[config.mk]
export PLATFORM = sky130hd
export DESIGN_NAME = sarp_read_port
export DESIGN_NICKNAME = d
export VERILOG_FILES = /design/src/hw/sarp_pkg.sv /design/src/hw/sarp_skid.sv /design/src/hw/sarp_read_port.sv
export SDC_FILE = /design/constraint.sdc
export NUM_CORES = 1
export LEC_CHECK = 0
export BUFFER_PORTS_ARGS = -buffer_cell sky130_fd_sc_hd__buf_2
export CAP_MARGIN = 20
export CORE_MARGIN = 1.5
export CORE_UTILIZATION = 45
export DETAILED_ROUTE_END_ITERATION = 12
export GPL_TIMING_DRIVEN = 0
export SYNTH_ARGS = -nofsm -noshare
export SYNTH_HDL_FRONTEND = slang
export SYNTH_SLANG_ARGS = --single-unit
[constraint.sdc]
create_clock -name clk -period 2.6 [get_ports clk]
set_input_delay 0.13 -clock clk [delete_from_list [all_inputs] [get_ports clk]]
set_output_delay 0.13 -clock clk [all_outputs]
set_load 0.1 [all_outputs]
[src/hw/sarp_pkg.sv]
// Shared constants and carrier types for the converter read port.
// Assumes a single 40 MHz clock; all times are turned into cycle counts here.
package sarp_pkg;
  localparam int unsigned CLK_MHZ = 40;
  // Abort window after a conversion start edge, in ns.
  localparam int unsigned ABORT_MIN_NS = 70;
  localparam int unsigned ABORT_MAX_NS = 500;
  // Conversion time, in ns; the busy pulse may last at most this long.
  localparam int unsigned CONV_NS = 610;
  // End of conversion to valid data, in ns.
  localparam int unsigned DATA_DELAY_NS = 20;
  // Least times round up, longest times round down, the data delay never below one cycle.
  localparam int unsigned ABORT_MIN_CYC = (ABORT_MIN_NS * CLK_MHZ + 999) / 1000;
  localparam int unsigned ABORT_MAX_CYC = (ABORT_MAX_NS * CLK_MHZ) / 1000;
  localparam int unsigned CONV_CYC = (CONV_NS * CLK_MHZ) / 1000;
  localparam int unsigned DATA_DELAY_RAW = (DATA_DELAY_NS * CLK_MHZ) / 1000;
  localparam int unsigned DATA_DELAY_CYC = (DATA_DELAY_RAW < 1) ? 1 : DATA_DELAY_RAW;
  localparam int unsigned CNT_W = 10;
  localparam logic [15:0] RESULT_RST = 16'h0000;
  localparam logic [7:0] FOLD_FILL = 8'hff;

  // Host-side control pins after synchronisation.
  typedef struct packed {
    logic chip_select_n;
    logic conversion_start_n;
    logic read_n;
    logic byte_fold;
  } sarp_ctl_t;

  // Idle pin levels held in the synchronisers during reset. Fold idles low so
  // the data pins come out of reset unfolded, showing the reset result.
  localparam sarp_ctl_t CTL_IDLE = '{
    chip_select_n: 1'b1,
    conversion_start_n: 1'b1,
    read_n: 1'b1,
    byte_fold: 1'b0
  };

  typedef enum logic [1:0] {
    ST_IDLE,
    ST_ACQUIRE,
    ST_CONVERT
  } sarp_state_t;
endpackage

[src/hw/sarp_skid.sv]
// Two-entry buffer with valid and ready on both sides.
// Assumes both sides share clk; a stalled drain fills it and drops in_ready.
`timescale 1ns/1ps
`default_nettype none
module sarp_skid
  import sarp_pkg::*;
#(
  parameter int unsigned WIDTH = 16
) (
  // Clock and reset.
  input wire logic clk,
  input wire logic rst_n,
  // Filling side.
  input wire logic in_valid,
  output logic in_ready,
  input wire logic [WIDTH-1:0] in_data,
  // Draining side.
  output logic out_valid,
  input wire logic out_ready,
  output logic [WIDTH-1:0] out_data
);
  logic [WIDTH-1:0] mem_reg [2];
  logic wr_ptr_reg;
  logic rd_ptr_reg;
  logic [1:0] count_reg;
  logic push;
  logic pop;

  // Handshake terms are combinational; full and empty come from the count.
  assign in_ready = (count_reg != 2'd2);
  assign out_valid = (count_reg != 2'd0);
  assign push = in_valid && in_ready;
  assign pop = out_valid && out_ready;
  assign out_data = mem_reg[rd_ptr_reg];

  // Storage writes.
  always_ff @(posedge clk) begin
    if (push) begin
      mem_reg[wr_ptr_reg] <= in_data;
    end
  end

  // Pointers and occupancy.
  always_ff @(posedge clk) begin
    if (!rst_n) begin
      wr_ptr_reg <= 1'b0;
      rd_ptr_reg <= 1'b0;
      count_reg <= 2'd0;
    end else begin
      if (push) begin
        wr_ptr_reg <= ~wr_ptr_reg;
      end
      if (pop) begin
        rd_ptr_reg <= ~rd_ptr_reg;
      end
      count_reg <= count_reg + {1'b0, push} - {1'b0, pop};
    end
  end
endmodule
`default_nettype wire

[src/hw/sarp_read_port.sv]
// Digital control and parallel read-out port of a 16-bit sampling converter.
// Assumes host pins are asynchronous to clk; the analog core hands over a
// result word through conv_data/conv_valid with conv_ready as back-pressure.
`timescale 1ns/1ps
`default_nettype none
module sarp_read_port
  import sarp_pkg::*;
#(
  parameter int unsigned DATA_W = 16
) (
  // Clock and reset.
  input wire logic clk,
  input wire logic rst_n,
  // Host control pins, asynchronous.
  input wire logic chip_select_n,
  input wire logic conversion_start_n,
  input wire logic read_n,
  input wire logic byte_fold,
  // Status pin.
  output logic busy,
  // Data pins as output and enable.
  output logic [DATA_W-1:0] data_out,
  output logic data_oe,
  // Converter core: start pulse, abort pulse and result word.
  output logic conv_start,
  output logic conv_abort,
  input wire logic conv_valid,
  output logic conv_ready,
  input wire logic [DATA_W-1:0] conv_data
);
  // Synchroniser stages and edge history, one field per host pin.
  sarp_ctl_t meta_reg;
  sarp_ctl_t sync_reg;
  sarp_ctl_t prev_reg;
  sarp_state_t state_reg;
  logic [CNT_W-1:0] since_start_reg;
  logic [CNT_W-1:0] conv_cnt_reg;
  logic [DATA_W-1:0] result_reg;
  logic [DATA_W-1:0] result_next;
  logic [DATA_W-1:0] data_reg;
  logic oe_reg;
  logic start_pulse_reg;
  logic abort_pulse_reg;
  // Decoded events and handshake terms.
  logic cs_fall;
  logic cst_fall;
  logic in_window;
  logic abort_hit;
  logic done;
  logic buf_valid;
  logic buf_ready;
  logic [DATA_W-1:0] buf_data;

  // Two flip-flops on every host pin; only the second stage is read.
  // The third stage is edge history only; it feeds nothing but the
  // falling-edge detectors below.
  always_ff @(posedge clk) begin
    if (!rst_n) begin
      meta_reg <= CTL_IDLE;
      sync_reg <= CTL_IDLE;
      prev_reg <= CTL_IDLE;
    end else begin
      meta_reg <= '{chip_select_n, conversion_start_n, read_n, byte_fold};
      sync_reg <= meta_reg;
      prev_reg <= sync_reg;
    end
  end

  // Falling edges: one cycle older level high, current level low. Both stages
  // reset to the idle levels, so no false edge follows reset.
  assign cs_fall = prev_reg.chip_select_n && !sync_reg.chip_select_n;
  assign cst_fall = prev_reg.conversion_start_n && !sync_reg.conversion_start_n;

  // The edge counter reads k at the edge k cycles after the start edge, so
  // the window bounds compare directly. Both pins see the same synchroniser
  // lag, which cancels out of the distance between the two edges.
  // A second start edge only aborts while chip select is low.
  assign in_window = (since_start_reg >= CNT_W'(ABORT_MIN_CYC)) &&
                     (since_start_reg <= CNT_W'(ABORT_MAX_CYC));
  assign abort_hit = (state_reg == ST_CONVERT) && in_window &&
                     (cs_fall || (cst_fall && !sync_reg.chip_select_n));

  // The last convert cycle; the result hand-off and the busy fall share it.
  assign done = (state_reg == ST_CONVERT) && (conv_cnt_reg == CNT_W'(0));

  // Acquire, convert and abort sequencing.
  // A start edge straight from idle converts without a new acquisition unless a select fall in the same cycle sends it to acquire; the
  // host owns the sampling time, so the port does not police it.
  always_ff @(posedge clk) begin
    if (!rst_n) begin
      state_reg <= ST_IDLE;
    end else begin
      case (state_reg)
        ST_IDLE: begin
          if (cs_fall) begin
            state_reg <= ST_ACQUIRE;
          end else if (cst_fall) begin
            state_reg <= ST_CONVERT;
          end
        end
        ST_ACQUIRE: begin
          if (cst_fall) begin
            state_reg <= ST_CONVERT;
          end
        end
        ST_CONVERT: begin
          if (abort_hit) begin
            state_reg <= cs_fall ? ST_ACQUIRE : ST_IDLE;
          end else if (done) begin
            state_reg <= ST_IDLE;
          end
        end
        default: begin
          state_reg <= ST_IDLE;
        end
      endcase
    end
  end

  // Cycles since the start edge, and cycles left in the conversion.
  // The edge counter saturates, so a long stay in convert never wraps back
  // into the abort window.
  always_ff @(posedge clk) begin
    if (!rst_n) begin
      since_start_reg <= '0;
      conv_cnt_reg <= '0;
    end else if (state_reg != ST_CONVERT && cst_fall) begin
      // Loaded with one, as the next edge is already one cycle after the start.
      since_start_reg <= CNT_W'(1);
      conv_cnt_reg <= CNT_W'(CONV_CYC - 1);
    end else if (state_reg == ST_CONVERT) begin
      if (since_start_reg != '1) begin
        since_start_reg <= since_start_reg + CNT_W'(1);
      end
      if (conv_cnt_reg != '0) begin
        conv_cnt_reg <= conv_cnt_reg - CNT_W'(1);
      end
    end
  end

  // Busy mirrors the convert state exactly; it decodes one state register
  // only, so it cannot glitch between conversions.
  assign busy = (state_reg == ST_CONVERT);

  // One-cycle pulses toward the core.
  // The start pulse rises together with busy, or alone when a select fall in idle takes a start edge to acquire; the abort pulse follows the
  // edge at which an abort ended the conversion.
  always_ff @(posedge clk) begin
    if (!rst_n) begin
      start_pulse_reg <= 1'b0;
      abort_pulse_reg <= 1'b0;
    end else begin
      start_pulse_reg <= (state_reg != ST_CONVERT) && cst_fall;
      abort_pulse_reg <= abort_hit;
    end
  end
  assign conv_start = start_pulse_reg;
  assign conv_abort = abort_pulse_reg;

  // Results pass a two-entry buffer so a core word is kept if the port stalls.
  sarp_skid #(
    .WIDTH(DATA_W)
  ) u_skid (
    .clk(clk),
    .rst_n(rst_n),
    .in_valid(conv_valid),
    .in_ready(conv_ready),
    .in_data(conv_data),
    .out_valid(buf_valid),
    .out_ready(buf_ready),
    .out_data(buf_data)
  );

  // The result register only changes outside a conversion or at its last
  // cycle, so the previous word stays readable until the running conversion
  // has ended. A word the core offers early waits in the buffer meanwhile.
  assign buf_ready = (state_reg != ST_CONVERT) || done;

  // Value the result register takes at this edge. The pin stage reads it, so
  // a new word reaches the pins at the very edge where busy falls, well
  // inside the data delay allowed after the end of conversion.
  assign result_next = (buf_valid && buf_ready) ? buf_data : result_reg;

  // Last word handed over; a burst of words leaves the newest one here.
  always_ff @(posedge clk) begin
    if (!rst_n) begin
      result_reg <= RESULT_RST;
    end else begin
      result_reg <= result_next;
    end
  end

  // Fold mux and drive enable; one registered stage keeps the pins glitch free.
  // Fold and read pass the synchronisers first, so the pins follow a change of
  // either pin three edges later; the host must allow for that.
  always_ff @(posedge clk) begin
    if (!rst_n) begin
      data_reg <= RESULT_RST;
      oe_reg <= 1'b0;
    end else begin
      if (sync_reg.byte_fold) begin
        data_reg <= {result_next[7:0], FOLD_FILL};
      end else begin
        data_reg <= result_next;
      end
      oe_reg <= !sync_reg.read_n && !sync_reg.chip_select_n;
    end
  end
  // Pins are driven straight from flip-flops.
  assign data_out = data_reg;
  assign data_oe = oe_reg;
endmodule
`default_nettype wire

# --- Yosys cells after proc, flatten, opt, wreduce, memory -nomap -nowiden ---
# Memories as Yosys holds them, arrays and structs flattened. A register that Yosys moved wholly into a read port is not among the register bits.
# Index checks and enable logic that the tools add are counted.
classes:
  addsub: 4
  n_lt_le_gt_ge: 2
  eq_ne: 6
  muxes: 18
  bitwise_logic: 3
  n_reduce_logical: 28
ops:
  columns: ["cell", "n"]
  rows:
  - ["16-bit 2-to-1 mux", 2]
  - ["5-bit 2-to-1 mux", 3]
  - ["1-bit logical AND", 11]
  - ["10-bit by 1-bit adder with 10-bit output (second input constant)", 1]
  - ["10-bit by 2-bit greater-or-equal comparator with 1-bit output (second input constant)", 1]
  - ["10-bit by 5-bit less-or-equal comparator with 1-bit output (second input constant)", 1]
  - ["10-bit zero test", 1]
  - ["10-bit inequality test (second input constant)", 1]
  - ["10-bit nonzero test", 1]
  - ["10-bit by 1-bit subtractor with 10-bit output (second input constant)", 1]
  - ["1-bit 2-to-1 mux", 8]
  - ["2-bit 2-to-1 mux", 4]
  - ["2-bit AND reduction", 4]
  - ["2-bit nonzero test", 4]
  - ["2-bit one-hot mux with 3 select lines", 1]
  - ["2-bit inequality test (second input constant)", 2]
  - ["1-bit zero test", 3]
  - ["3-bit by 1-bit inequality test with 1-bit output (second input constant)", 1]
  - ["1-bit inverter", 3]
  - ["2-bit by 1-bit adder with 2-bit output", 1]
  - ["2-bit by 1-bit == test with 1-bit output (second input constant)", 1]
  - ["2-bit == test (second input constant)", 1]
  - ["2-bit zero test", 1]
  - ["1-bit logical OR", 2]
  - ["other kinds (2)", 2]
totals:
  ff_bits: 71
  ram_bits: 32
  output_inout_bits: 21
  wordCells: 85
  mem_count: 1
mem_list:
  columns: ["name", "depth", "word_bits", "rd", "rd_ports_with_merged_regs", "wr", "line", "text"]
  rows:
  - ["u_skid.mem_reg", 2, 16, 1, 1, 1, "sarp_skid.sv:22", "logic [WIDTH-1:0] mem_reg [2];"]

# --- Depth between registers and ports, before layout ---
depth:
  ltp_word: 7
  depth_mapped: 12

# --- Cells and area by module ---
# Synthesis repeated with hierarchy kept, for this count alone.
hier_totals:
  cells_unflattened: 362
  area_unflattened_um2: 4137.7
modules_own_cells:
  columns: ["mod", "n_inst", "cells_each", "area_per_inst_um2"]
  rows:
  - ["sarp_read_port", 1, 288, 2692.6]
  - ["sarp_skid", 1, 74, 1445.1]

# --- Least setup slack after synthesis ---
# No wires, ideal clock.
synth_timing:
  path_type: "reg2reg"
  start: "register u_skid.count_reg[0]"
  end: "memory u_skid.mem_reg[0][0], enable pin"
  setup_ns: 0.388
  arrival_ns: 2.007
  required_ns: 2.212
  slack_ns: 0.204
  stages_incl_launch_ff: 5
  n_path_buf: 0
  cell_sequence: "dfxtp_1 > inv_1 > nand2_1 > nand2_1 > nor2_1"
synth_via:
  elab_chain_cells: 4
synth_lines:
  columns: ["element", "line", "text"]
  rows:
  - ["start: declaration", "sarp_skid.sv:25", "logic [1:0] count_reg;"]
  - ["start signal: assignment", "sarp_skid.sv:56", "count_reg <= count_reg + {1'b0, push} - {1'b0, pop};"]
  - ["2-bit inequality test", "sarp_skid.sv:30", "assign in_ready = (count_reg != 2'd2);"]
  - ["named net conv_ready", "sarp_read_port.sv:28", "output logic conv_ready,"]
  - ["1-bit logical AND", "sarp_skid.sv:32", "assign push = in_valid && in_ready;"]
  - ["1-bit 2-to-1 mux", "sarp_skid.sv:38", "if (push) begin"]
  - ["1-bit 2-to-1 mux (not written as such)", "sarp_skid.sv:39", "mem_reg[wr_ptr_reg] <= in_data;"]
  - ["end: declaration", "sarp_skid.sv:22", null]
# The timed path passes the listed nets, and every way through them passes these cells.

# --- Worst setup path after layout ---
layout_timing:
  start: "register conv_cnt_reg[0]"
  end: "register u_skid.count_reg[1]"
layout_via:
  elab_chain_cells: 5
layout_lines:
  columns: ["element", "line", "text"]
  rows:
  - ["start: declaration", "sarp_read_port.sv:37", "logic [CNT_W-1:0] conv_cnt_reg;"]
  - ["start signal: assignment", "sarp_read_port.sv:130", "conv_cnt_reg <= CNT_W'(CONV_CYC - 1);"]
  - ["start signal: assignment", "sarp_read_port.sv:136", "conv_cnt_reg <= conv_cnt_reg - CNT_W'(1);"]
  - ["10-bit zero test", "sarp_read_port.sv:84", "assign done = (state_reg == ST_CONVERT) && (conv_cnt_reg == CNT_W'(0));"]
  - ["1-bit logical AND", "sarp_read_port.sv:84", null]
  - ["1-bit logical OR", "sarp_read_port.sv:177", "assign buf_ready = (state_reg != ST_CONVERT) || done;"]
  - ["1-bit logical AND", "sarp_skid.sv:33", "assign pop = out_valid && out_ready;"]
  - ["named net u_skid.pop", "sarp_skid.sv:27", "logic pop;"]
  - ["2-bit by 1-bit subtractor with 2-bit output", "sarp_skid.sv:56", null]
# The timed path passes the listed nets, and every way through them passes these cells.
# A chain may end at the register's enable or synchronous reset.

==> flow_summary.rst <==
.. list-table::
   :header-rows: 1

   * - Metric
     - Value
   * - Register area share after synthesis
     - 0.587
   * - Synth Cell Area
     - 4090 µm²
   * - Initial cell density of the core
     - 0.467
   * - Fraction of layout instances using a drive strength above 1
     - 0.187
   * - Highest clock rate
     - 0.421 GHz
   * - Max transition margin
     - 0.480
   * - Number of vias per cell
     - 5.20
   * - Row count
     - 34
   * - Leading register cell type out of synthesis
     - dfxtp_1
   * - Final critical-path share of the clock period
     - 0.913
   * - Static leakage
     - 1.90 nW
   * - Minimum period implied by the final worst setup slack
     - roughly 2400 ps
   * - Top cell family by delay on the critical path
     - adder cells
   * - Most frequent cells in the layout
     - 72 x dfxtp_1, 45 x nor2_1, 45 x buf_2
   * - Die footprint
     - 9670 µm²
   * - Peak VDD IR
     - 0.000527 V
   * - Maximum fanout encountered on the critical timing path
     - 10
   * - Placed instance area
     - 4450 µm²
   * - Wire length of the first global-routing pass
     - 14.1 mm
   * - Iter 0 DRT Violations
     - 135
   * - Total congestion overflow
     - 0
   * - Initial antenna violation count
     - 0
   * - Syn Area/Cell
     - approximately 11 µm²
   * - Number of ports placed on the die boundary
     - 44
   * - Routed vias
     - 2951
   * - Horizontal die dimension
     - 98.4 µm
   * - Post-synthesis async set-or-reset flop share
     - 0
   * - Wire length after detailed routing
     - between 8 and 9 mm
   * - Final hold violations
     - 0
   * - Clock transition time at the flip-flop clock pins of the worst setup and hold paths
     - 100 ps
   * - Skew final
     - 11.0 ps
   * - Top cell type by total area after synthesis
     - dfxtp_1
   * - Status
     - finished, final reports clean
   * - Syn_nets
     - 404
   * - Antenna Diode Count
     - 0
   * - FF-to-FF setup slack
     - 230 ps
   * - Drt wl/cell
     - 14.9 µm
   * - Hold crit path type
     - in2reg
   * - Total area of multi-input combinational cells
     - 1540 µm²
   * - Leading cell types by total area after synthesis
     - dfxtp_1 35%, edfxtp_1 23%, nor2_1 4.1%
   * - Maximum cell stage delay along the critical path
     - ~350 ps
   * - Hold path startpoint
     - conv_valid
   * - Pin slew with the least headroom to its limit
     - 761 ps
   * - Clock tree from TritonCTS
     - done
   * - Number of detailed-routing iterations run before antenna repair
     - 4
   * - Power Density
     - 1100 nW/µm²
   * - Hold Path Sink
     - u_skid.wr_ptr_reg$_SDFFE_PN0P_
   * - Buffer type at the clock tree root
     - clkbuf_8
   * - Antenna violation net count after detailed routing
     - 0
   * - Routability Congestion
     - 0.757
   * - Cell chain of the critical path
     - inv_1 > ha_2 > nor4b_4 > a31oi_4 > buf_6 > nor2_4 > ha_1 > inv_1 > ha_1 > xor2_1 > xnor2_1 > nor2_1
   * - Sum of net half-perimeters after detailed placement
     - 5.85 mm
   * - Core area
     - 8760 µm²
   * - Number of enable flip-flop cells after synthesis
     - 32
   * - Sort of element at the start of the critical path
     - register
   * - Worst r2r dst
     - u_skid.count_reg[1]$_SDFF_PN0_
   * - RSZ-0062 raised after global routing
     - no
   * - Maximum number of pins on one net before global-route repair
     - 20
   * - Post-layout nets
     - between 400 and 500
   * - Slowest-stage cell, CP
     - dfxtp_1
   * - Worst setup startpoint
     - conv_cnt_reg[0]$_SDFFE_PN0P_
   * - Share of the synthesized area in the top cell type
     - 0.352
   * - Area added between synthesis and finish
     - 19.7%
   * - CTS sink cnt
     - 104
   * - Synth Instances
     - 376
   * - Synthesis warning total
     - 0
   * - Y dimension of the die
     - 98.4 µm
   * - Number of port buffers
     - between 40 and 50
   * - Final Slew Violations
     - 0
   * - Count of distinct cell types in the synthesized netlist
     - 48
   * - Nature of the critical path endpoint
     - register
   * - Clock latency on the worst-skew pair
     - 370 ps
   * - Depth of the CTS H-tree
     - 3
   * - Arrival time worst endpoint
     - 2620 ps
   * - Storage cell area
     - 2400 µm²
   * - Drt drc
     - 0
   * - Logic depth of the worst register-to-register path
     - 12
   * - Layout Cell Area excl Fill
     - 4900 µm²
   * - Count of final setup violators
     - 0
   * - CP required
     - 2840 ps
   * - Total negative slack
     - 0 ps
   * - Vias in the first global route
     - 2873
   * - Maximum Capacitance Violations
     - 0
   * - Overall track demand over capacity in global routing
     - 0.186
   * - TritonCTS Buffers
     - 9
   * - Number of fillers in the final layout
     - 791
   * - Most common cell after layout, fill and taps aside
     - dfxtp_1
   * - Reg-to-reg critical path startpoint
     - conv_cnt_reg[0]$_SDFFE_PN0P_
   * - Flip-flop count of the largest register, all copies and words added
     - 32
   * - Max clock buf depth
     - 2
   * - CP Class
     - reg2reg
   * - Critical path buffer and inverter count
     - 3
   * - Number of cells on the worst hold path
     - 4
   * - Number of register bits inferred by synthesis
     - 104
## cell families (layout without fill, tap and decap cells)
family / after synthesis / count (layout) / synth area share
AO/OA/AOI/OAI: 73 / 73 / 0.126
XOR/XNOR: 15 / 15 / 0.0321
adder cells (fa/ha/maj): 5 / 5 / 0.0153
buffers and inverters: 29 / 112 / 0.0416
flip-flops: 104 / 104 / 0.587
multiplexers: 3 / 3 / 0.00734
AND/OR/NAND/NOR: 147 / 147 / 0.191
## timing repair
item | 4_1_cts | 5_1_grt
hold buffers | 20 | 0
pin swaps | 0 | 1
setup endpoints to repair | 1 | 1
endpoints found under the hold margin | 36 | 0
setup buffers | 1 | 2
resized for setup | 0 | 4
## through the flow
step | util | cells | setup WS (ps) | hold slack (ps) | power, mW
detailed placement | 0.508 | 528 | 10.6 | 317 | 4.33
finish | 0.559 | 567 | 225 | 151 | 5.38
floorplan | - | 376 | 204 | 229 | 3.91
global route | 0.559 | 567 | 39.8 | 167 | 5.69
global placement | 0.507 | 527 | 46.5 | 309 | 4.30
CTS | 0.555 | 565 | 47.5 | 142 | 5.39
## worst min-delay path: cells and delay by family
| kind | cells | cell delay, ps |
|---|---|---|
| simple gates | 2 | 180 |
| buf+inv | 1 | 100 |
| xor+xnor | 1 | 80 |
## where the power goes
| group | leakage [nW] | switching, mW | internal [mW] |
|---|---|---|---|
| Combinational | 0.911 | 1.60 | 0.628 |
| Sequential | 0.891 | 0.0958 | 2.02 |
| Clock | 0.101 | 0.575 | 0.463 |
| Total | 1.90 | 2.27 | 3.11 |
## synth_stat cells, drive strengths merged, types with 10 or more instances
library cell,count
dfxtp,72
nor2,46
edfxtp,32
a21oi,30
nand2,16
nor2b,16
nor3,14
a211oi,13
nand2b,13
and2,12
inv,10
## final cells by class
cell class | instances | area share
buffer | 19 | 0.0278
inverter | 10 | 0.00766
clock inverter | 6 | 0.0158
multi-input combinational | 243 | 0.313
sequential | 104 | 0.491
timing repair buffer | 67 | 0.0910
tap | 108 | 0.0276
clock buffer | 10 | 0.0261
## how the worst max path moves through the flow
stage               slack [ps]                             end  depth (start not counted)
floorplan                  200  u_skid.mem_reg[0][0]$_DFFE_PP_                          4
finish                     230  u_skid.count_reg[1]$_SDFF_PN0_                         12
CTS                         50  u_skid.count_reg[1]$_SDFF_PN0_                         12
detailed placement          10  u_skid.count_reg[1]$_SDFF_PN0_                         12
global route                40  u_skid.count_reg[1]$_SDFF_PN0_                         12
global placement            50  u_skid.count_reg[1]$_SDFF_PN0_                         12
## per-layer routing
| metal | global-route usage | routed length (µm) | up-vias |
|---|---|---|---|
| met5 | 0 | 0 | - |
| met4 | 0.0455 | 62 | 0 |
| met3 | 0.0465 | 357 | 9 |
| met2 | 0.307 | 4050 | 55 |
| met1 | 0.246 | 3970 | 1395 |
| li1 | - | - | 1492 |
No activity file was read; power rests on OpenSTA's default activity.
